==> config.mk <==
export PLATFORM = sky130hd
export DESIGN_NAME = vam_top
export DESIGN_NICKNAME = d
export VERILOG_FILES = /design/src/vam_pkg.sv /design/src/vam_if.sv /design/src/vam_top.sv /design/src/vam_regs.sv
export SDC_FILE = /design/constraint.sdc
export NUM_CORES = 1
export LEC_CHECK = 0
export BUFFER_PORTS_ARGS = -buffer_cell sky130_fd_sc_hd__buf_2
export CORE_ASPECT_RATIO = 1.25
export CORE_MARGIN = 5
export CORE_UTILIZATION = 35
export CTS_CLUSTER_DIAMETER = 30
export DETAILED_ROUTE_END_ITERATION = 10
export PLACE_DENSITY_LB_ADDON = 0.3
export SLEW_MARGIN = 20
export SYNTH_ARGS = -nofsm -noshare
export SYNTH_HDL_FRONTEND = slang
export SYNTH_SLANG_ARGS = --single-unit
==> constraint.sdc <==
create_clock -name i_clk_sys -period 5.7 [get_ports i_clk_sys]
set_clock_uncertainty 0.15 [all_clocks]
set_input_delay 1.14 -clock i_clk_sys [delete_from_list [all_inputs] [get_ports i_clk_sys]]
set_output_delay 1.14 -clock i_clk_sys [all_outputs]
set_load 0.01 [all_outputs]
==> src/vam_pkg.sv <==
package vam_pkg;
   // ==========================================
   // Widths
   localparam int unsigned VAM_MAG_W   = 16;
   localparam int unsigned VAM_ANG_W   = 16;
   localparam int unsigned VAM_CH_N    = 3;
   localparam int unsigned VAM_TICK_W  = 16;
   // ==========================================
   // Clock and cycle timing
   localparam int unsigned VAM_CLK_HZ      = 100_000_000;
   localparam int unsigned VAM_TICK_US     = 5000;
   localparam int unsigned VAM_TICK_CYC    = VAM_TICK_US * (VAM_CLK_HZ / 1_000_000);
   localparam int unsigned VAM_HEALTHY_MS  = 2500;
   localparam int unsigned VAM_HEALTHY_TICKS = VAM_HEALTHY_MS * 1000 / VAM_TICK_US;
   // ==========================================
   // Settings, in steps of their resolution
   localparam logic [VAM_MAG_W-1:0]  VAM_THR_RST     = 16'h05DC; // 15.00 %
   localparam logic [VAM_MAG_W-1:0]  VAM_ILVL_RST    = 16'h0064; // 1.00 xIn
   localparam logic [VAM_TICK_W-1:0] VAM_LIM_RST     = 16'h0BB8; // 15.000 s
   localparam logic [VAM_TICK_W-1:0] VAM_LIM_MIN     = 16'h0004; // 0.020 s
   localparam logic [VAM_TICK_W-1:0] VAM_LIM_MAX     = 16'h2710; // 50.000 s
   localparam logic [VAM_ANG_W-1:0]  VAM_ANG_MAX     = 16'h8CA0; // 360.00 deg
   localparam logic [VAM_ANG_W-1:0]  VAM_ANG_ZERO    = 16'h0000;
   // ==========================================
   // Register map
   localparam logic [3:0] VAM_A_CTRL   = 4'h0;
   localparam logic [3:0] VAM_A_THR    = 4'h1;
   localparam logic [3:0] VAM_A_ILVL   = 4'h2;
   localparam logic [3:0] VAM_A_LIM    = 4'h3;
   localparam logic [3:0] VAM_A_STAT   = 4'h4;
   localparam logic [3:0] VAM_A_IRQ    = 4'h5;
   localparam logic [3:0] VAM_A_MASK   = 4'h6;
   localparam int unsigned VAM_CTRL_EN   = 0;
   localparam int unsigned VAM_CTRL_QUAL = 1;
   localparam int unsigned VAM_EV_N      = 4;
   localparam int unsigned VAM_EV_ON     = 0;
   localparam int unsigned VAM_EV_OFF    = 1;
   localparam int unsigned VAM_EV_EXP    = 2;
   localparam int unsigned VAM_EV_BLK    = 3;

   typedef enum logic [1:0] {
      VAM_IDLE    = 2'b00,
      VAM_ARMED   = 2'b01,
      VAM_HOLD    = 2'b11,
      VAM_EXPIRED = 2'b10
   } vam_state_t;
endpackage

==> src/vam_if.sv <==
`timescale 1ns/1ns
`default_nettype none
// ==========================================
// Settings and status between core and regs
interface vam_if;
   logic                        enable;
   logic                        qual_en;
   logic [vam_pkg::VAM_MAG_W-1:0]  thr;
   logic [vam_pkg::VAM_MAG_W-1:0]  ilvl;
   logic [vam_pkg::VAM_TICK_W-1:0] lim;
   logic                        ev_on;
   logic                        ev_off;
   logic                        ev_exp;
   logic                        ev_blk;
   vam_pkg::vam_state_t         state;
   modport core (input enable, qual_en, thr, ilvl, lim, output ev_on, ev_off, ev_exp, ev_blk, state);
   modport regs (output enable, qual_en, thr, ilvl, lim, input ev_on, ev_off, ev_exp, ev_blk, state);
endinterface
`default_nettype wire

==> src/vam_top.sv <==
`timescale 1ns/1ns
`default_nettype none
module vam_top #(
   parameter int unsigned TICK_CYC      = vam_pkg::VAM_TICK_CYC,
   parameter int unsigned HEALTHY_TICKS = vam_pkg::VAM_HEALTHY_TICKS
) (
   // Clock and reset
   input  wire logic                            i_clk_sys,
   input  wire logic                            i_rst_b,
   // Register port
   input  wire logic [3:0]                      i_addr,
   input  wire logic [15:0]                     i_wdata,
   input  wire logic                            i_wr,
   input  wire logic                            i_rd,
   output logic [15:0]                          o_rdata,
   output logic                                 o_irq,
   // Measurements, same clock domain
   input  wire logic [vam_pkg::VAM_MAG_W-1:0]   i_volt_mag [vam_pkg::VAM_CH_N],
   input  wire logic [vam_pkg::VAM_ANG_W-1:0]   i_volt_ang [vam_pkg::VAM_CH_N],
   input  wire logic [vam_pkg::VAM_MAG_W-1:0]   i_curr_mag [vam_pkg::VAM_CH_N],
   // External block pin
   input  wire logic                            i_block,
   // Reference to protection stages
   output logic [vam_pkg::VAM_MAG_W-1:0]        o_ref_mag [vam_pkg::VAM_CH_N],
   output logic [vam_pkg::VAM_ANG_W-1:0]        o_ref_ang [vam_pkg::VAM_CH_N],
   output logic                                 o_hold_active,
   output logic                                 o_prot_block,
   output logic                                 o_cycle_start
);
   import vam_pkg::*;
   vam_if cfg ();
   vam_regs u_regs (
      .i_clk_sys (i_clk_sys),
      .i_rst_b   (i_rst_b),
      .i_addr    (i_addr),
      .i_wdata   (i_wdata),
      .i_wr      (i_wr),
      .i_rd      (i_rd),
      .o_rdata   (o_rdata),
      .o_irq     (o_irq),
      .cfg       (cfg)
   );

   function automatic logic all_below(input logic [VAM_MAG_W-1:0] m [VAM_CH_N],
                                      input logic [VAM_MAG_W-1:0] t);
      logic r;
      r = 1'b1;
      for (int k = 0; k < VAM_CH_N; k++) begin
         if (m[k] >= t) r = 1'b0;
      end
      return r;
   endfunction

   // Strict compare, no wrap when the level is at full scale
   function automatic logic any_above(input logic [VAM_MAG_W-1:0] m [VAM_CH_N],
                                      input logic [VAM_MAG_W-1:0] t);
      logic r;
      r = 1'b0;
      for (int k = 0; k < VAM_CH_N; k++) begin
         if (m[k] > t) r = 1'b1;
      end
      return r;
   endfunction

   // ==========================================
   // Processing cycle divider
   logic [31:0] div_r;
   logic        tick;
   assign tick = (div_r == TICK_CYC - 1);
   assign o_cycle_start = tick;
   always_ff @(posedge i_clk_sys) begin
      if (!i_rst_b) div_r <= '0;
      else if (tick) div_r <= '0;
      else div_r <= div_r + 32'd1;
   end

   // ==========================================
   // Block pin synchroniser, sampled per cycle
   logic blk_s1_r;
   logic blk_s2_r;
   logic blk_r;
   always_ff @(posedge i_clk_sys) begin
      if (!i_rst_b) begin
         blk_s1_r <= 1'b0;
         blk_s2_r <= 1'b0;
         blk_r    <= 1'b0;
      end else begin
         blk_s1_r <= i_block;
         blk_s2_r <= blk_s1_r;
         if (tick) blk_r <= blk_s2_r;
      end
   end

   // ==========================================
   // Entry conditions
   logic v_low;
   logic i_high;
   logic entry_ok;
   assign v_low  = all_below(i_volt_mag, cfg.thr);
   assign i_high = any_above(i_curr_mag, cfg.ilvl);
   assign entry_ok = cfg.enable && v_low && !blk_r
                     && (!cfg.qual_en || i_high);

   // ==========================================
   // Healthy period counter and angle tracking
   // Angles are copied only while healthy, so the
   // held value is the last pre-collapse sample.
   vam_state_t state_r;
   logic [31:0] healthy_r;
   logic        armed;
   logic [VAM_ANG_W-1:0] ang_r [VAM_CH_N];
   assign armed = (healthy_r >= HEALTHY_TICKS);
   always_ff @(posedge i_clk_sys) begin
      if (!i_rst_b) healthy_r <= '0;
      else if (tick) begin
         if (v_low) healthy_r <= '0;
         else if (!armed) healthy_r <= healthy_r + 32'd1;
      end
   end

   genvar g;
   generate
      for (g = 0; g < VAM_CH_N; g++) begin : g_ang
         always_ff @(posedge i_clk_sys) begin
            if (!i_rst_b) ang_r[g] <= VAM_ANG_ZERO;
            else if (tick && !v_low && state_r != VAM_HOLD) begin
               // Out-of-range angles clipped to 0.00 deg
               if (i_volt_ang[g] >= VAM_ANG_MAX) ang_r[g] <= VAM_ANG_ZERO;
               else ang_r[g] <= i_volt_ang[g];
            end
         end
      end
   endgenerate

   // ==========================================
   // Hold state machine and duration timer
   logic [VAM_TICK_W-1:0] dur_r;
   logic ev_on_r;
   logic ev_off_r;
   logic ev_exp_r;
   logic ev_blk_r;
   always_ff @(posedge i_clk_sys) begin
      if (!i_rst_b) begin
         state_r  <= VAM_IDLE;
         dur_r    <= '0;
         ev_on_r  <= 1'b0;
         ev_off_r <= 1'b0;
         ev_exp_r <= 1'b0;
         ev_blk_r <= 1'b0;
      end else begin
         ev_on_r  <= 1'b0;
         ev_off_r <= 1'b0;
         ev_exp_r <= 1'b0;
         ev_blk_r <= 1'b0;
         if (tick) begin
            case (state_r)
               VAM_IDLE: begin
                  if (armed && !v_low) state_r <= VAM_ARMED;
               end
               VAM_ARMED: begin
                  if (entry_ok) begin
                     state_r <= VAM_HOLD;
                     dur_r   <= '0;
                     ev_on_r <= 1'b1;
                  end else if (v_low) begin
                     // Collapse without qualifiers disarms
                     state_r <= VAM_IDLE;
                     ev_blk_r <= blk_r;
                  end
               end
               VAM_HOLD: begin
                  if (blk_r || !cfg.enable) begin
                     state_r  <= VAM_IDLE;
                     ev_off_r <= 1'b1;
                     ev_blk_r <= blk_r;
                  end else if (!v_low) begin
                     state_r  <= VAM_IDLE;
                     ev_off_r <= 1'b1;
                  end else if (dur_r + 16'h0001 >= cfg.lim) begin
                     state_r  <= VAM_EXPIRED;
                     ev_off_r <= 1'b1;
                     ev_exp_r <= 1'b1;
                  end else begin
                     dur_r <= dur_r + 16'h0001;
                  end
               end
               VAM_EXPIRED: begin
                  // Stay blocked until voltage recovers
                  if (!v_low) state_r <= VAM_IDLE;
               end
               default: state_r <= VAM_IDLE;
            endcase
         end
      end
   end
   assign cfg.ev_on  = ev_on_r;
   assign cfg.ev_off = ev_off_r;
   assign cfg.ev_exp = ev_exp_r;
   assign cfg.ev_blk = ev_blk_r;
   assign cfg.state  = state_r;

   // ==========================================
   // Outputs
   always_ff @(posedge i_clk_sys) begin
      if (!i_rst_b) begin
         o_hold_active <= 1'b0;
         o_prot_block  <= 1'b0;
      end else begin
         o_hold_active <= (state_r == VAM_HOLD);
         o_prot_block  <= (state_r == VAM_EXPIRED);
      end
   end
   generate
      for (g = 0; g < VAM_CH_N; g++) begin : g_ref
         always_ff @(posedge i_clk_sys) begin
            if (!i_rst_b) begin
               o_ref_mag[g] <= '0;
               o_ref_ang[g] <= VAM_ANG_ZERO;
            end else if (state_r == VAM_HOLD) begin
               o_ref_mag[g] <= cfg.thr;
               o_ref_ang[g] <= ang_r[g];
            end else begin
               o_ref_mag[g] <= i_volt_mag[g];
               o_ref_ang[g] <= (i_volt_ang[g] >= VAM_ANG_MAX) ? VAM_ANG_ZERO : i_volt_ang[g];
            end
         end
      end
   endgenerate
endmodule
`default_nettype wire

==> src/vam_regs.sv <==
`timescale 1ns/1ns
`default_nettype none
module vam_regs (
   // Clock and reset
   input  wire logic                 i_clk_sys,
   input  wire logic                 i_rst_b,
   // Register port
   input  wire logic [3:0]           i_addr,
   input  wire logic [15:0]          i_wdata,
   input  wire logic                 i_wr,
   input  wire logic                 i_rd,
   output logic [15:0]               o_rdata,
   output logic                      o_irq,
   // Core side
   vam_if.regs                       cfg
);
   import vam_pkg::*;
   logic [1:0]          ctrl_r;
   logic [15:0]         thr_r;
   logic [15:0]         ilvl_r;
   logic [15:0]         lim_r;
   logic [VAM_EV_N-1:0] irq_r;
   logic [VAM_EV_N-1:0] mask_r;
   logic [VAM_EV_N-1:0] ev;
   assign ev = {cfg.ev_blk, cfg.ev_exp, cfg.ev_off, cfg.ev_on};
   assign cfg.enable  = ctrl_r[VAM_CTRL_EN];
   assign cfg.qual_en = ctrl_r[VAM_CTRL_QUAL];
   assign cfg.thr  = thr_r;
   assign cfg.ilvl = ilvl_r;
   assign cfg.lim  = lim_r;
   assign o_irq = |(irq_r & mask_r);
   // ==========================================
   // Settings
   always_ff @(posedge i_clk_sys) begin
      if (!i_rst_b) begin
         ctrl_r <= 2'h1;
         thr_r  <= VAM_THR_RST;
         ilvl_r <= VAM_ILVL_RST;
         lim_r  <= VAM_LIM_RST;
         mask_r <= '0;
      end else if (i_wr) begin
         if (i_addr == VAM_A_CTRL) begin
            ctrl_r <= i_wdata[1:0];
         end else if (i_addr == VAM_A_THR) begin
            thr_r <= i_wdata;
         end else if (i_addr == VAM_A_ILVL) begin
            ilvl_r <= i_wdata;
         end else if (i_addr == VAM_A_LIM) begin
            // Clamp to the legal range
            if (i_wdata < VAM_LIM_MIN) lim_r <= VAM_LIM_MIN;
            else if (i_wdata > VAM_LIM_MAX) lim_r <= VAM_LIM_MAX;
            else lim_r <= i_wdata;
         end else if (i_addr == VAM_A_MASK) begin
            mask_r <= i_wdata[VAM_EV_N-1:0];
         end
      end
   end
   // ==========================================
   // Sticky events; a new event beats read clear
   always_ff @(posedge i_clk_sys) begin
      if (!i_rst_b) begin
         irq_r <= '0;
      end else if (i_rd && i_addr == VAM_A_IRQ) begin
         irq_r <= ev;
      end else begin
         irq_r <= irq_r | ev;
      end
   end
   // ==========================================
   // Read data
   always_ff @(posedge i_clk_sys) begin
      if (!i_rst_b) begin
         o_rdata <= '0;
      end else if (i_rd) begin
         if (i_addr == VAM_A_CTRL) o_rdata <= {14'h0000, ctrl_r};
         else if (i_addr == VAM_A_THR) o_rdata <= thr_r;
         else if (i_addr == VAM_A_ILVL) o_rdata <= ilvl_r;
         else if (i_addr == VAM_A_LIM) o_rdata <= lim_r;
         else if (i_addr == VAM_A_STAT) o_rdata <= {14'h0000, cfg.state};
         else if (i_addr == VAM_A_IRQ) o_rdata <= {12'h000, irq_r};
         else if (i_addr == VAM_A_MASK) o_rdata <= {12'h000, mask_r};
         else o_rdata <= '0;
      end else begin
         o_rdata <= '0;
      end
   end
endmodule
`default_nettype wire

## Word-level counts from Yosys, hierarchy flattened

Memory sizes are Yosys's and may differ from the RTL's.
Cells that the tools add are included.

- Bitwise gates (word level): 17
- Muxes and demuxes: 79
- Add/sub/neg operators: 3
- Eq/ne operators: 20
- Reduce and logical (&&, ||, !) cells: 32
- Order comparisons: 13

Operator list:

| cell | count |
|---|---|
| $mux W16 | 26 |
| $add A32 B1 Y32 const B | 2 |
| $ge A16 B16 Y1 | 4 |
| $mux W32 | 2 |
| $ge A16 B16 Y1 const B | 3 |
| $gt A16 B16 Y1 | 3 |
| $mux W1 | 38 |
| $eq A32 B19 Y1 const B | 1 |
| $ge A32 B9 Y1 const B | 1 |
| $pmux W16 S2 | 1 |
| $add A16 B1 Y16 const B | 1 |
| $gt A16 B14 Y1 const B | 1 |
| $lt A16 B3 Y1 const B | 1 |
| $mux W2 | 8 |
| $ne A2 B2 Y1 const B | 8 |
| $eq A4 B3 Y1 const B | 3 |
| $reduce_and A6 Y1 | 2 |
| $reduce_and A5 Y1 | 2 |
| $not A1 Y1 | 9 |
| $reduce_and A3 Y1 | 3 |
| $eq A4 B2 Y1 const B | 2 |
| $mux W4 | 2 |
| $pmux W2 S4 | 1 |
| $reduce_and A2 Y1 | 4 |
| other kinds (20) | 36 |

- RAM bits: 48
- Logic and storage cells: 192
- Memories: 1
- Flip-flop bits (word level): 261

Memories:

| name | words | width | rd ports | clocked after Yosys merged registers in | write ports | RTL line | RTL |
|---|---|---|---|---|---|---|---|
| ang_r | 3 | 16 | 3 | 0 | 3 | vam_top.sv:111 | `logic [VAM_ANG_W-1:0] ang_r [VAM_CH_N];` |

## Logic depth before layout (Yosys ltp)

Gate-level depths: netlist of the first run.

- Depth in word-level cells: 12
- Depth in mapped cells: 17
- Mapped depth without buffers: 16

## By module

Synthesis of the first run repeated with hierarchy kept, for this count alone.

- Cells, all modules: 1590
- Area total of the unflattened synthesis: 14712.9 um^2

Modules (own cells, without submodules):

| module | times used | cells an instance | area each (um^2) | sequential area each (um^2) |
|---|---|---|---|---|
| vam_top | 1 | 1227 | 11564.8 | 5185.0 |
| vam_regs | 1 | 363 | 3148.0 | 1481.4 |

## Least setup slack after synthesis of the first run

Ideal clock, no wire load.

- Path type: input to register
- Start: in i_volt_mag[10] (netlist name)
- End: mem ang_r[0][0] (enable)
- Arrival time: 4.000 ns
- Required time: 5.139 ns
- Slack: 1.139 ns
- Library setup time: 0.411 ns
- Stages on the path: 9
- Cells stage by stage: ha_1 > nand4_1 > a2111oi_0 > a2111oi_2 > nand3_2 > buf_2 > nand2_1 > buf_2 > o21ai_0

RTL lines:

| element | RTL line | RTL |
|---|---|---|
| start, declared | vam_top.sv:18 | `input wire logic [vam_pkg::VAM_MAG_W-1:0] i_volt_mag [vam_pkg::VAM_CH_N],` |
| end, declared | vam_top.sv:111 |  |

## Worst setup path in the final report of the first run

- Start: reg dur_r[0]
- End: reg dur_r[4]

- Longest elaborated chain between the ends: 5
- Elaborated cells on any way between the ends: 8

Ends and longest elaborated chain:

| element | RTL line | RTL |
|---|---|---|
| start, declared | vam_top.sv:137 | `logic [VAM_TICK_W-1:0] dur_r;` |
| start signal, assigned | vam_top.sv:184 | `dur_r <= dur_r + 16'h0001;` |
| $add A16 B1 Y16 * | vam_top.sv:179, vam_top.sv:184 |  |
| branches (longest 4 deep; another with $ge A16 B16 Y1) | -- |  |

Every way passes the cells marked *. The select of a mux whose other input is x is not followed.
A chain may end at the register's enable or synchronous reset.

==> metrics.md, run 1 <==
| Metric | Value |
|---|---|
| Clock Tree Root | `clkbuf_16` |
| Total die area | `45900 um2` |
| Slew headroom | `28.6%` |
| GRT overflow | `0` |
| Fin util | `45.5%` |
| Chip Height | `238 um` |
| Post-CTS Setup Bufs | `0` |
| Ports | `285` |
| Final min period | `4.82 ns` |
| Antenna Nets Post-Route | `0` |
| Tcrit/Tclk final | `84.6%` |
| Slew @ Worst Pin | `1.07 ns` |
| Mean Syn Cell Area | `8.84 um2` |
| Worst-path clk slew | `0.06 ns` |
| Worst VDD drop | `263 uV` |
| Multiplexer share of the synthesized area | `1.81%` |
| Core area | `41100 um2` |
| Synthesis-to-layout area growth | `28.3%` |
| Vias after detailed routing | `13067` |
| DIE WIDTH | `193 um` |
| Leak pwr | `8.15 nW` |
| Largest net degree at the start of global routing | `97` |
| Max-cap violations | `0` |
| Starting density of the core | `35.5%` |
| Number of cell rows | `83` |
| Crit path max fanout | `22` |
| Synth Area in Compound Gates | `14.7%` |
| # setup viols final | `0` |
| Hold_buf cts | `0` |
| Post-route cell area | `18700 um2` |
| Total Wirelength | `43.2 mm` |
| Worst Path Arrival | `5.07 ns` |
| Final Hold Fails | `0` |
| Syn Inst Count | `1650` |
| Status | `completed` |
| Critical path type | `flop to flop` |
| GRT Total Usage | `18.0%` |
| Nets | `2220` |
| Main combinational cell family by area after synthesis | `simple AND/OR/NAND/NOR gates` |
| Sequential area share after synthesis | `45.7%` |
| Area occupied by multi-input gates | `7400 um2` |
| Pre-CTS setup slack | `0.922 ns` |
| Drt pass-1 iters | `5` |
| First-pass GRT wire length | `66.8 mm` |
| Largest cells by area after synthesis | `dfxtp_1 (36%), ha_1 (9.9%), edfxtp_1 (9.9%), nand2_1 (6.9%), a21oi_1 (5.1%)` |
| Initial antenna violation count | `9` |
| Post-Synth Adder-Cell Area | `9.95%` |
| CP Launch Type | `flop` |
| Initial DRC Count | `659` |
| Hold WC Path Type | `flop to flop` |
| Clock Latency Late Sink | `0.60 ns` |
| Async S/R FF share, synth | `0%` |
| Yosys cell types | `69` |
| DR WL/cell | `17.0 um` |
| HPWL after DPL | `32.5 mm` |
| RSZ-0062 raised after global routing | `false` |
| Total Neg Setup Slack | `0 ns` |
| Post-Syn Area | `14600 um2` |
| # fillers | `4013` |
| Count of pins over their slew limit | `0` |
| CTS sink cnt | `309` |
| Reg2reg path depth | `16` |
| Syn_nets | `1935` |
| Placer congestion estimate | `0.918` |
| WP data required | `5.95 ns` |
| Synth Warn # | `0` |
| Post-synth top area cell | `dfxtp_1` |
| Sequential cell area | `6670 um2` |
| Proportion of layout cells with a drive suffix above 1 | `21.3%` |
| Power per standard cell area | `340 nW/um2` |
| Total power | `6.37 mW` |
| Cts bufs inserted | `59` |
| Number of global-route vias before repair | `12904` |
| Area after DPL | `16500 um2` |
| Post-synth top flop | `dfxtp_1` |
| DRC viols | `0` |
| Final WS setup | `0.875 ns` |
| Vias per cell | `5.13` |
| Post-CTS Resized | `0` |
| PortBufs | `284` |
| Synth top area share | `35.8%` |
| Setup crit end kind | `flop` |
| Xor and xnor area share after synthesis | `3.06%` |
| Hold path depth | `2` |
| CTS tree | `yes` |
| Number of flops mapped to enable cells by yosys | `48` |
| Synth Register Bits | `309` |
| Synth Area in Simple Gates | `21.0%` |
| Maximum clock rate | `207 MHz` |
| CTS H-tree lvls | `2` |
| Worst-case clock buffer depth | `3` |
-- synthesized netlist by cell type (27+ instances only) --
cell type  number
nand3_1        46
a22o_1         30
clkbuf_1       67
nand2_1       267
and2_1         46
ha_1          116
edfxtp_1       48
nor3_1         36
o21ai_0        65
a21oi_1       148
and3_1         27
inv_1          69
nand4_1        34
nor2_1        135
dfxtp_1       261
-- final timing paths --
kind                                             from                     to  slack [ns]
worst max-delay path            dur_r[0]$_SDFFE_PN0P_  dur_r[4]$_SDFFE_PN0P_        0.88
worst min-delay path              blk_s2_r$_SDFF_PN0_     blk_r$_SDFFE_PN0P_        0.27
worst max register to register  dur_r[0]$_SDFFE_PN0P_  dur_r[4]$_SDFFE_PN0P_        0.88
worst min register to register    blk_s2_r$_SDFF_PN0_     blk_r$_SDFFE_PN0P_        0.27
-- area by class of cell --
cell class                 instances  area share (%)
antenna                            7          0.0935
clock buffer                      68            8.12
clock inverter                    44            3.41
inverter                          70            1.40
multi-input combinational       1196            39.5
sequential                       309            35.6
tap                              552            3.69
timing repair buffer             299            8.19
-- per-stage QoR --
| step | instances | hold WS, ns |
|---|---|---|
| after floorplan | 1650 | 0.262 |
| after global placement | 2426 | 0.266 |
| after detailed placement | 2426 | 0.275 |
| after CTS | 2538 | 0.278 |
| after global routing | 2545 | 0.310 |
| final | 2545 | 0.270 |
-- power by group --
part	total, mW	internal (mW)	switching (mW)
sequential	2.30	2.28	0.0225
combinational	0.375	0.149	0.227
clock	3.69	2.45	1.24
-- flip-flops by register name, indices dropped and copies added (netlist names) --
name	count
o_hold_active	1
u_regs.irq_r	4
u_regs.ctrl_r	2
u_regs.cfg.thr	16
u_regs.cfg.ilvl	16
blk_s1_r	1
u_regs.mask_r	4
div_r	32
u_regs.cfg.lim	16
cfg.ev_off	1
cfg.state	2
dur_r	16
blk_r	1
blk_s2_r	1
u_regs.o_rdata	16
healthy_r	32
cfg.ev_on	1
o_ref_ang	48
ang_r	48
cfg.ev_exp	1
o_prot_block	1
o_ref_mag	48
cfg.ev_blk	1
-- critical path: stages (launching register included) --
cell,delay [ns]
dfxtp_1,0.39
ha_1,0.23
nand3_1,0.18
or2_2,0.38
nor2_1,0.15
and3_1,0.19
nand3_1,0.09
xnor2_1,0.24
ha_1,0.29
nand4_1,0.12
nor3_1,0.08
a2111o_1,0.39
a41oi_1,0.45
nand4_1,0.73
o21ai_0,0.37
and2_1,0.16
a21oi_1,0.07
-- cells by family after synthesis --
group                      Yosys count
and+or+nand+nor                    657
xor gates and xnor gates            51
AOI/OAI and AO/OA                  347
adders and majority gates          116
buffers and inverters              145
muxes                               25
DFF                                309
-- per-layer routing --
layer | part of all wire (%) | up-vias | wire length, um | track usage [%]
li1 | - | 6405 | - | -
met1 | 40 | 6157 | 17100 | 21.2
met2 | 50 | 404 | 21800 | 31.4
met3 | 6.5 | 97 | 2810 | 3.53
met4 | 3.6 | 4 | 1540 | 8.21
met5 | 0.062 | - | 27 | 0
-- cell usage in the layout, fill, tap and decap left out, types with 26 or more instances in the layout --
cell	n
dfxtp_1	261
inv_1	69
o21ai_0	62
and3_1	27
buf_2	284
xor2_1	26
nand3_1	46
a22o_1	30
nor2_1	134
and2_1	46
clkbuf_16	59
a21oi_1	148
nand2_1	266
ha_1	116
nor3_1	36
edfxtp_1	48
nand4_1	34
Power figures use the tool's default switching activity.
==> inputs of run 2 (changes only) <==
--- a/config.mk
+++ b/config.mk
@@ -5,6 +5,7 @@
 export SDC_FILE = /design/constraint.sdc
 export NUM_CORES = 1
 export LEC_CHECK = 0
+export ABC_AREA = 1
 export BUFFER_PORTS_ARGS = -buffer_cell sky130_fd_sc_hd__buf_2
 export CORE_ASPECT_RATIO = 1.25
 export CORE_MARGIN = 5
==> constraint.sdc (replaced) <==
create_clock -name i_clk_sys -period 4.2 [get_ports i_clk_sys]
set_clock_uncertainty 0.15 [all_clocks]
set_input_delay 0.84 -clock i_clk_sys [delete_from_list [all_inputs] [get_ports i_clk_sys]]
set_output_delay 0.84 -clock i_clk_sys [all_outputs]
set_load 0.01 [all_outputs]
==> run 2 against run 1 <==
Net effect: core utilization shrank 0.15 points; final area increased by 2.1%; global-route usage down 0.15 points; routed wire length is 0.30% higher; clock-buffer cell count stayed put; critical path depth is 6 higher; power increased by 35%; first-iteration DRC count down 1.2%; area after synthesis increased by 2.3%; critical path type unchanged; critical endpoint is now dur_r[0]$_SDFFE_PN0P_; highest routed layer unchanged.
==> metrics.md, run 2 <==
| Metric | Value |
|---|---|
| Status | `completed` |
| Sequential area share after synthesis | `44.7% (-1.0 points)` |
| RSZ-0062 raised after global routing | `false` |
| GRT overflow | `0 (unchanged)` |
| Total die area | `46900 um2 (+2.2%)` |
| Vias per cell | `4.84 (-5.7%)` |
| Total net switching power | `2.15 mW (+44%)` |
| First-pass GRT wire length | `69.1 mm (+3.3%)` |
| PortBufs | `284 (unchanged)` |
| Worst Path Arrival | `3.96 ns (-1.11 ns)` |
| CTS tree | `yes` |
| Most frequent cells in the layout | `nand2_1 (490), buf_2 (284), dfxtp_1 (261)` |
| CTS H-tree lvls | `2 (unchanged)` |
| Count leader, synth | `nand2_1` |
| Syn_nets | `2241 (+16%)` |
| Clock power frac | `57.7% (-0.3 points)` |
| Post-CTS Setup Bufs | `0 (unchanged)` |
| Worst-path clk slew | `0.05 ns (about the same)` |
| # fillers | `4188 (+4.4%)` |
| Sequential power share | `36.2% (about the same)` |
| Total Wirelength | `43.4 mm (+0.30%)` |
| Post-CTS Resized | `0 (unchanged)` |
| Final min period | `3.62 ns (-1.20 ns)` |
| Top cell types by occurrence after synthesis | `nand2_1 (490), dfxtp_1 (261), inv_1 (255), nor2_1 (197), ha_1 (116)` |
| # setup viols final | `0 (unchanged)` |
| Tcrit/Tclk final | `86.3% (+1.6 points)` |
| Critical Path End | `dur_r[0]$_SDFFE_PN0P_` |
| Power per standard cell area | `448 nW/um2 (+32%)` |
| Initial DRC Count | `651 (-1.2%)` |
| Total Neg Setup Slack | `0 ns (unchanged)` |
| Switching Fraction | `25.1% (+1.7 points)` |
| Max-cap violations | `0 (unchanged)` |
| Ports | `285 (unchanged)` |
| CTS sink cnt | `309 (unchanged)` |
| R2r endpoint | `dur_r[0]$_SDFFE_PN0P_` |
| Synth Register Bits | `309 (unchanged)` |
| Initial antenna violation count | `12 (+3)` |
| Post-synth top area cell | `dfxtp_1` |
| Antenna Nets Post-Route | `0 (unchanged)` |
| Crit path max fanout | `9 (-59%)` |
| Syn Inst Count | `1956 (+19%)` |
| HPWL after DPL | `33.6 mm (+3.4%)` |
| Post-Syn Area | `14900 um2 (+2.3%)` |
| Finished Layout Cells | `2878 (+13%)` |
| Maximum clock rate | `276 MHz (+33%)` |
| Chip Height | `241 um (+1.1%)` |
| CP Launch Type | `flop` |
| Sequential cell area | `6670 um2 (unchanged)` |
| R2R Setup Slk | `0.58 ns (-0.30 ns)` |
| Mean Syn Cell Area | `7.63 um2 (-14%)` |
| Cts bufs inserted | `60 (+1.7%)` |
| Slew headroom | `33.6% (+5.0 points)` |
| DRC viols | `0 (unchanged)` |
| Number of global-route vias before repair | `13771 (+6.7%)` |
| Number of flops mapped to enable cells by yosys | `48 (unchanged)` |
| DIE WIDTH | `195 um (+1.1%)` |
| Slew @ Worst Pin | `0.996 ns (-0.0748 ns)` |
| Drt pass-1 iters | `5 (unchanged)` |
| Largest cells by area after synthesis | `dfxtp_1 (35%), nand2_1 (12%), ha_1 (9.7%), edfxtp_1 (9.7%), inv_1 (6.4%)` |
| Async S/R FF share, synth | `0% (unchanged)` |
| Critical Path Source | `dur_r[0]$_SDFFE_PN0P_` |
| Final Hold Fails | `0 (unchanged)` |
| Core area | `42100 um2 (+2.5%)` |
| WP data required | `4.54 ns (-1.41 ns)` |
| Synth Warn # | `0 (unchanged)` |
| GRT Total Usage | `17.8% (-0.15 points)` |
| Leak pwr | `9.05 nW (+11%)` |
| Starting density of the core | `35.4% (-0.067 points)` |
| Clock Latency Late Sink | `0.62 ns (+0.02 ns)` |
| Internal power | `6.43 mW (+32%)` |
| Commonest non-fill, non-tap cell in the layout | `nand2_1` |
| FF-to-FF Start | `dur_r[0]$_SDFFE_PN0P_` |
| Cell count after placement | `2756 (+14%)` |
| Worst VDD drop | `330 uV (+26%)` |
| Synth top area share | `35.0% (-0.80 points)` |
| Nets | `2544 (+15%)` |
| Post-synth top flop | `dfxtp_1` |
| DR WL/cell | `15.1 um (-11%)` |
| Critical path type | `flop to flop` |
| Clock Tree Root | `clkbuf_16` |
| Number of cell rows | `84 (+1.2%)` |
| Hold_buf cts | `0 (unchanged)` |
| Worst-case clock buffer depth | `3 (unchanged)` |
| Proportion of layout cells with a drive suffix above 1 | `19.3% (-2.1 points)` |
| Hold WC Path Type | `flop to flop` |
| Vias after detailed routing | `13936 (+6.7%)` |
| Count of pins over their slew limit | `0 (unchanged)` |
| Placer congestion estimate | `0.892 (-2.8%)` |
| Largest net degree at the start of global routing | `71 (-27%)` |
| Yosys cell types | `49 (-29%)` |
| Setup crit end kind | `flop` |
| Synthesis-to-layout area growth | `28.1%` |
| Largest regs | `ang_r x48, o_ref_ang x48, o_ref_mag x48` |
| Reg2reg path depth | `22 (+6)` |
| Area occupied by multi-input gates | `7050 um2 (-4.7%)` |
| Logic pwr share | `6.1% (+0.2 points)` |
## run 2: how the worst min path moves through the flow
stage / start / to / slack (ns) / cells past startpoint
6_report: blk_s2_r$_SDFF_PN0_ / blk_r$_SDFFE_PN0P_ / 0.28 / 2
4_1_cts: i_volt_mag[35] / o_ref_mag[35]$_SDFF_PN0_ / 0.26 / 3
2_1_floorplan: blk_s1_r$_SDFF_PN0_ / blk_s2_r$_SDFF_PN0_ / 0.24 / 2
5_1_grt: i_volt_mag[1] / o_ref_mag[1]$_SDFF_PN0_ / 0.28 / 3
3_5_place_dp: ang_r[2][15]$_SDFFCE_PN0P_ / o_ref_ang[15]$_SDFF_PN0_ / 0.28 / 2
3_3_place_gp: blk_s2_r$_SDFF_PN0_ / blk_r$_SDFFE_PN0P_ / 0.27 / 2
## run 2: layer usage
metal  up-vias  GRT usage, %  share of wire [%]
met5         -             0               0.13
li1       7011             -                  -
met1      6413          20.5                 40
met4         8          7.18                3.3
met3       102          3.95                6.4
met2       402          32.3                 50
## run 2: worst max-delay path, stage by stage, from the launching register on
cell     delay, ns
dfxtp_1       0.37
inv_1         0.10
nor3_2        0.27
nand2_1       0.08
nor2_1        0.24
nand3_1       0.11
nor2_1        0.14
inv_1         0.07
o21ai_1       0.17
nand2_1       0.07
inv_1         0.06
ha_1          0.23
nand2_1       0.06
inv_1         0.03
o21ai_0       0.14
nand2_1       0.08
a21oi_1       0.14
nand3_1       0.17
o21ai_4       0.35
buf_4         0.25
nand4_1       0.10
nand2_1       0.10
nor2_1        0.05
## run 2: layout make-up
class                      instances  area share [%]
inverter                         266            5.22
sequential                       309            34.9
clock buffer                      68            8.38
clock inverter                    46            2.96
tap                              559            3.66
antenna                            8           0.105
multi-input combinational       1324            36.8
timing repair buffer             298            7.98
## run 2: per-stage QoR
| stage | setup WS, ns | power [mW] | hold slack, ns | util (%) | area [um2] |
|---|---|---|---|---|---|
| after global placement | 0.665 | 3.68 | 0.271 | 40.2 | 16900 |
| after global routing | 0.204 | 8.90 | 0.284 | 45.4 | 19100 |
| after floorplan | 0.184 | 3.44 | 0.240 | - | 14900 |
| after CTS | 0.627 | 8.67 | 0.261 | 45.3 | 19100 |
| final | 0.577 | 8.58 | 0.280 | 45.4 | 19100 |
| after detailed placement | 0.605 | 3.69 | 0.277 | 40.2 | 16900 |
## run 2: kinds of logic after synthesis
group / Yosys count / synth area share, %
xor gates and xnor gates: 19 / 1.11
buffers and inverters: 323 / 8.26
adders and majority gates: 116 / 9.72
DFF: 309 / 44.7
AOI/OAI and AO/OA: 265 / 9.74
and+or+nand+nor: 924 / 26.5
## run 2: power groups by stage
stage          Combinational (mW)  Sequential [mW]  Clock (mW)
6_report                    0.522             3.10        4.95
2_1_floorplan               0.253             3.19           0
3_3_place_gp                0.512             3.16           0
3_5_place_dp                0.523             3.17           0
5_1_grt                     0.591             3.11        5.20
4_1_cts                     0.526             3.11        5.04
==> inputs of run 3 (changes only) <==
--- a/config.mk
+++ b/config.mk
@@ -13,6 +13,7 @@
 export CTS_CLUSTER_DIAMETER = 30
 export DETAILED_ROUTE_END_ITERATION = 10
 export PLACE_DENSITY_LB_ADDON = 0.3
+export SKIP_CTS_REPAIR_TIMING = 1
 export SLEW_MARGIN = 20
 export SYNTH_ARGS = -nofsm -noshare
 export SYNTH_HDL_FRONTEND = slang
==> constraint.sdc (replaced) <==
create_clock -name i_clk_sys -period 4.2 [get_ports i_clk_sys]
set_clock_uncertainty 0.15 [all_clocks]
set_input_delay 1.26 -clock i_clk_sys [delete_from_list [all_inputs] [get_ports i_clk_sys]]
set_output_delay 1.26 -clock i_clk_sys [all_outputs]
set_load 0.01 [all_outputs]
==> run 3 against run 2 <==
Net effect: cell count barely moved; final area rose by 0.15%; sequential share of layout area decreased by 0.052 points; sequential power is essentially flat; sequential cell count is the same; non-clock buffer count is 4 higher; register-to-register slack worse by 0.09 ns; via count decreased by 1.1%; routed wire length down 0.77%; largest power group unchanged.
==> metrics.md, run 3 (synthesis results as in run 2) <==
| Metric | Value |
|---|---|
| CTS H-tree lvls | `2 (unchanged)` |
| Number of cell rows | `84 (unchanged)` |
| Setup crit end kind | `flop` |
| Final min period | `3.71 ns (+0.0914 ns)` |
| First-pass GRT wire length | `67.7 mm (-2.0%)` |
| Commonest non-fill, non-tap cell in the layout | `nand2_1` |
| HPWL after DPL | `33.2 mm (-1.1%)` |
| Worst VDD drop | `331 uV (+0.30%)` |
| # fillers | `4180 (-0.19%)` |
| # setup viols final | `0 (unchanged)` |
| Vias per cell | `4.79 (-1.2%)` |
| Cells along the critical path | `ha_1 -> nand4_1 -> nor2_1 -> nand3_1 -> nor3_1 -> nand2_1 -> xor2_1 -> ha_1 -> nand2_1 -> o21ai_0 -> a21oi_1 -> nand3_1 -> o21ai_4 -> nand3_4 -> nand2_1 -> inv_1 -> nor2_1` |
| Vias after detailed routing | `13782 (-1.1%)` |
| Crit-path slowest cell | `dfxtp_1` |
| Power per standard cell area | `449 nW/um2 (+0.14%)` |
| Crit path max-delay family | `simple AND/OR/NAND/NOR gates` |
| CP Launch Type | `flop` |
| Crit-path max cell delay | `0.37 ns (about the same)` |
| GRT overflow | `0 (unchanged)` |
| DIE WIDTH | `195 um (unchanged)` |
| Initial DRC Count | `707 (+8.6%)` |
| Clock Tree Root | `clkbuf_16` |
| WP buf/inv | `1 (-4)` |
| Area after DPL | `17000 um2 (+0.18%)` |
| Slew headroom | `32.8% (-0.78 points)` |
| Chip Height | `241 um (unchanged)` |
| Proportion of layout cells with a drive suffix above 1 | `19.3% (+0.045 points)` |
| Total die area | `46900 um2 (unchanged)` |
| Number of global-route vias before repair | `13482 (-2.1%)` |
| Antenna Nets Post-Route | `0 (unchanged)` |
| RSZ-0062 raised after global routing | `false` |
| Nets | `2549 (+0.20%)` |
| CTS tree | `yes` |
| Crit path max fanout | `16 (+7)` |
| Status | `completed` |
| DRC viols | `0 (unchanged)` |
| Drt pass-1 iters | `5 (unchanged)` |
| Finished Layout Cells | `2880 (+0.069%)` |
| Slew @ Worst Pin | `1.01 ns (+0.0117 ns)` |
| Largest net degree at the start of global routing | `67 (-5.6%)` |
| Final Hold Fails | `0 (unchanged)` |
| Count of pins over their slew limit | `0 (unchanged)` |
| Leak pwr | `9.09 nW (+0.44%)` |
| Core area | `42100 um2 (unchanged)` |
| Placer congestion estimate | `0.896 (+0.45%)` |
| Clock Latency Late Sink | `0.60 ns (-0.02 ns)` |
| CTS sink cnt | `309 (unchanged)` |
| Cell count after placement | `2760 (+0.15%)` |
| Max-cap violations | `0 (unchanged)` |
| Starting density of the core | `35.4% (unchanged)` |
| Cell mode on critical path | `nand2_1` |
| Hold WC Path Type | `flop to flop` |
| Synthesis-to-layout area growth | `28.3%` |
| Critical path type | `flop to flop` |
| Ports | `285 (unchanged)` |
| Cts bufs inserted | `61 (+1.7%)` |
| Total Wirelength | `43.0 mm (-0.77%)` |
| Tcrit/Tclk final | `88.4% (+2.2 points)` |
| Post-route cell area | `19200 um2 (+0.15%)` |
| DR WL/cell | `14.9 um (-0.84%)` |
| Initial antenna violation count | `8 (-4)` |
| Maximum clock rate | `269 MHz (-2.5%)` |
| PortBufs | `284 (unchanged)` |
| Worst-case clock buffer depth | `3 (unchanged)` |
| Largest regs | `ang_r x48, o_ref_ang x48, o_ref_mag x48` |
| Most frequent cells in the layout | `nand2_1 (490), buf_2 (284), dfxtp_1 (261)` |
| Worst-path clk slew | `0.06 ns (about the same)` |
| WP data required | `4.54 ns (about the same)` |
| GRT Total Usage | `17.6% (-0.26 points)` |
| Worst Path Arrival | `4.05 ns (+0.09 ns)` |
## run 3: power by group
| group | leakage, nW | switching (mW) | internal (mW) |
|---|---|---|---|
| Combinational | 5.41 | 0.326 | 0.198 |
| Clock | 1.06 | 1.71 | 3.26 |
| Sequential | 2.62 | 0.0235 | 3.08 |
| Total | 9.09 | 2.06 | 6.54 |
## run 3: per-layer routing
layer | wire length, um | GRT usage, %
met1 | 17700 | 20.7
met2 | 21300 | 31.6
met3 | 2820 | 4.08
met4 | 1200 | 6.03
met5 | 40 | 0
## run 3: worst paths after layout
check,from,endpoint,slack [ns],depth (start not counted)
setup / recovery,dur_r[0]$_SDFFE_PN0P_,dur_r[1]$_SDFFE_PN0P_,0.49,17
hold / removal,blk_s1_r$_SDFF_PN0_,blk_s2_r$_SDFF_PN0_,0.28,2
setup reg to reg,dur_r[0]$_SDFFE_PN0P_,dur_r[1]$_SDFFE_PN0P_,0.49,17
hold reg to reg,blk_s1_r$_SDFF_PN0_,blk_s2_r$_SDFF_PN0_,0.28,2
## run 3: cell type report
type                       count  area [um2]  area share [%]
clock buffer                  74        1680            8.76
multi-input combinational   1324        7050            36.8
antenna                        5        12.5          0.0653
sequential                   309        6670            34.8
inverter                     266         998            5.21
timing repair buffer         302        1560            8.13
clock inverter                41         498            2.60
tap                          559         699            3.65
## run 3: stage by stage
step | setup TNS [ns] | total power, mW | hold WS, ns | util (%) | setup WS (ns)
6_report | 0 | 8.60 | 0.276 | 45.5 | 0.485
5_1_grt | 0 | 8.90 | 0.282 | 45.5 | 0.117
3_5_place_dp | 0 | 3.69 | 0.250 | 40.3 | 0.303
3_3_place_gp | 0 | 3.68 | 0.251 | 40.3 | 0.337
2_1_floorplan | -8.73 | 3.44 | 0.240 | - | -0.236
4_1_cts | 0 | 8.69 | 0.281 | 45.4 | 0.475
## run 3: tightest hold or removal path: stages, from the launching register on
cell     delay (ns)
dfxtp_1        0.31
nand2_1        0.05
inv_1          0.04
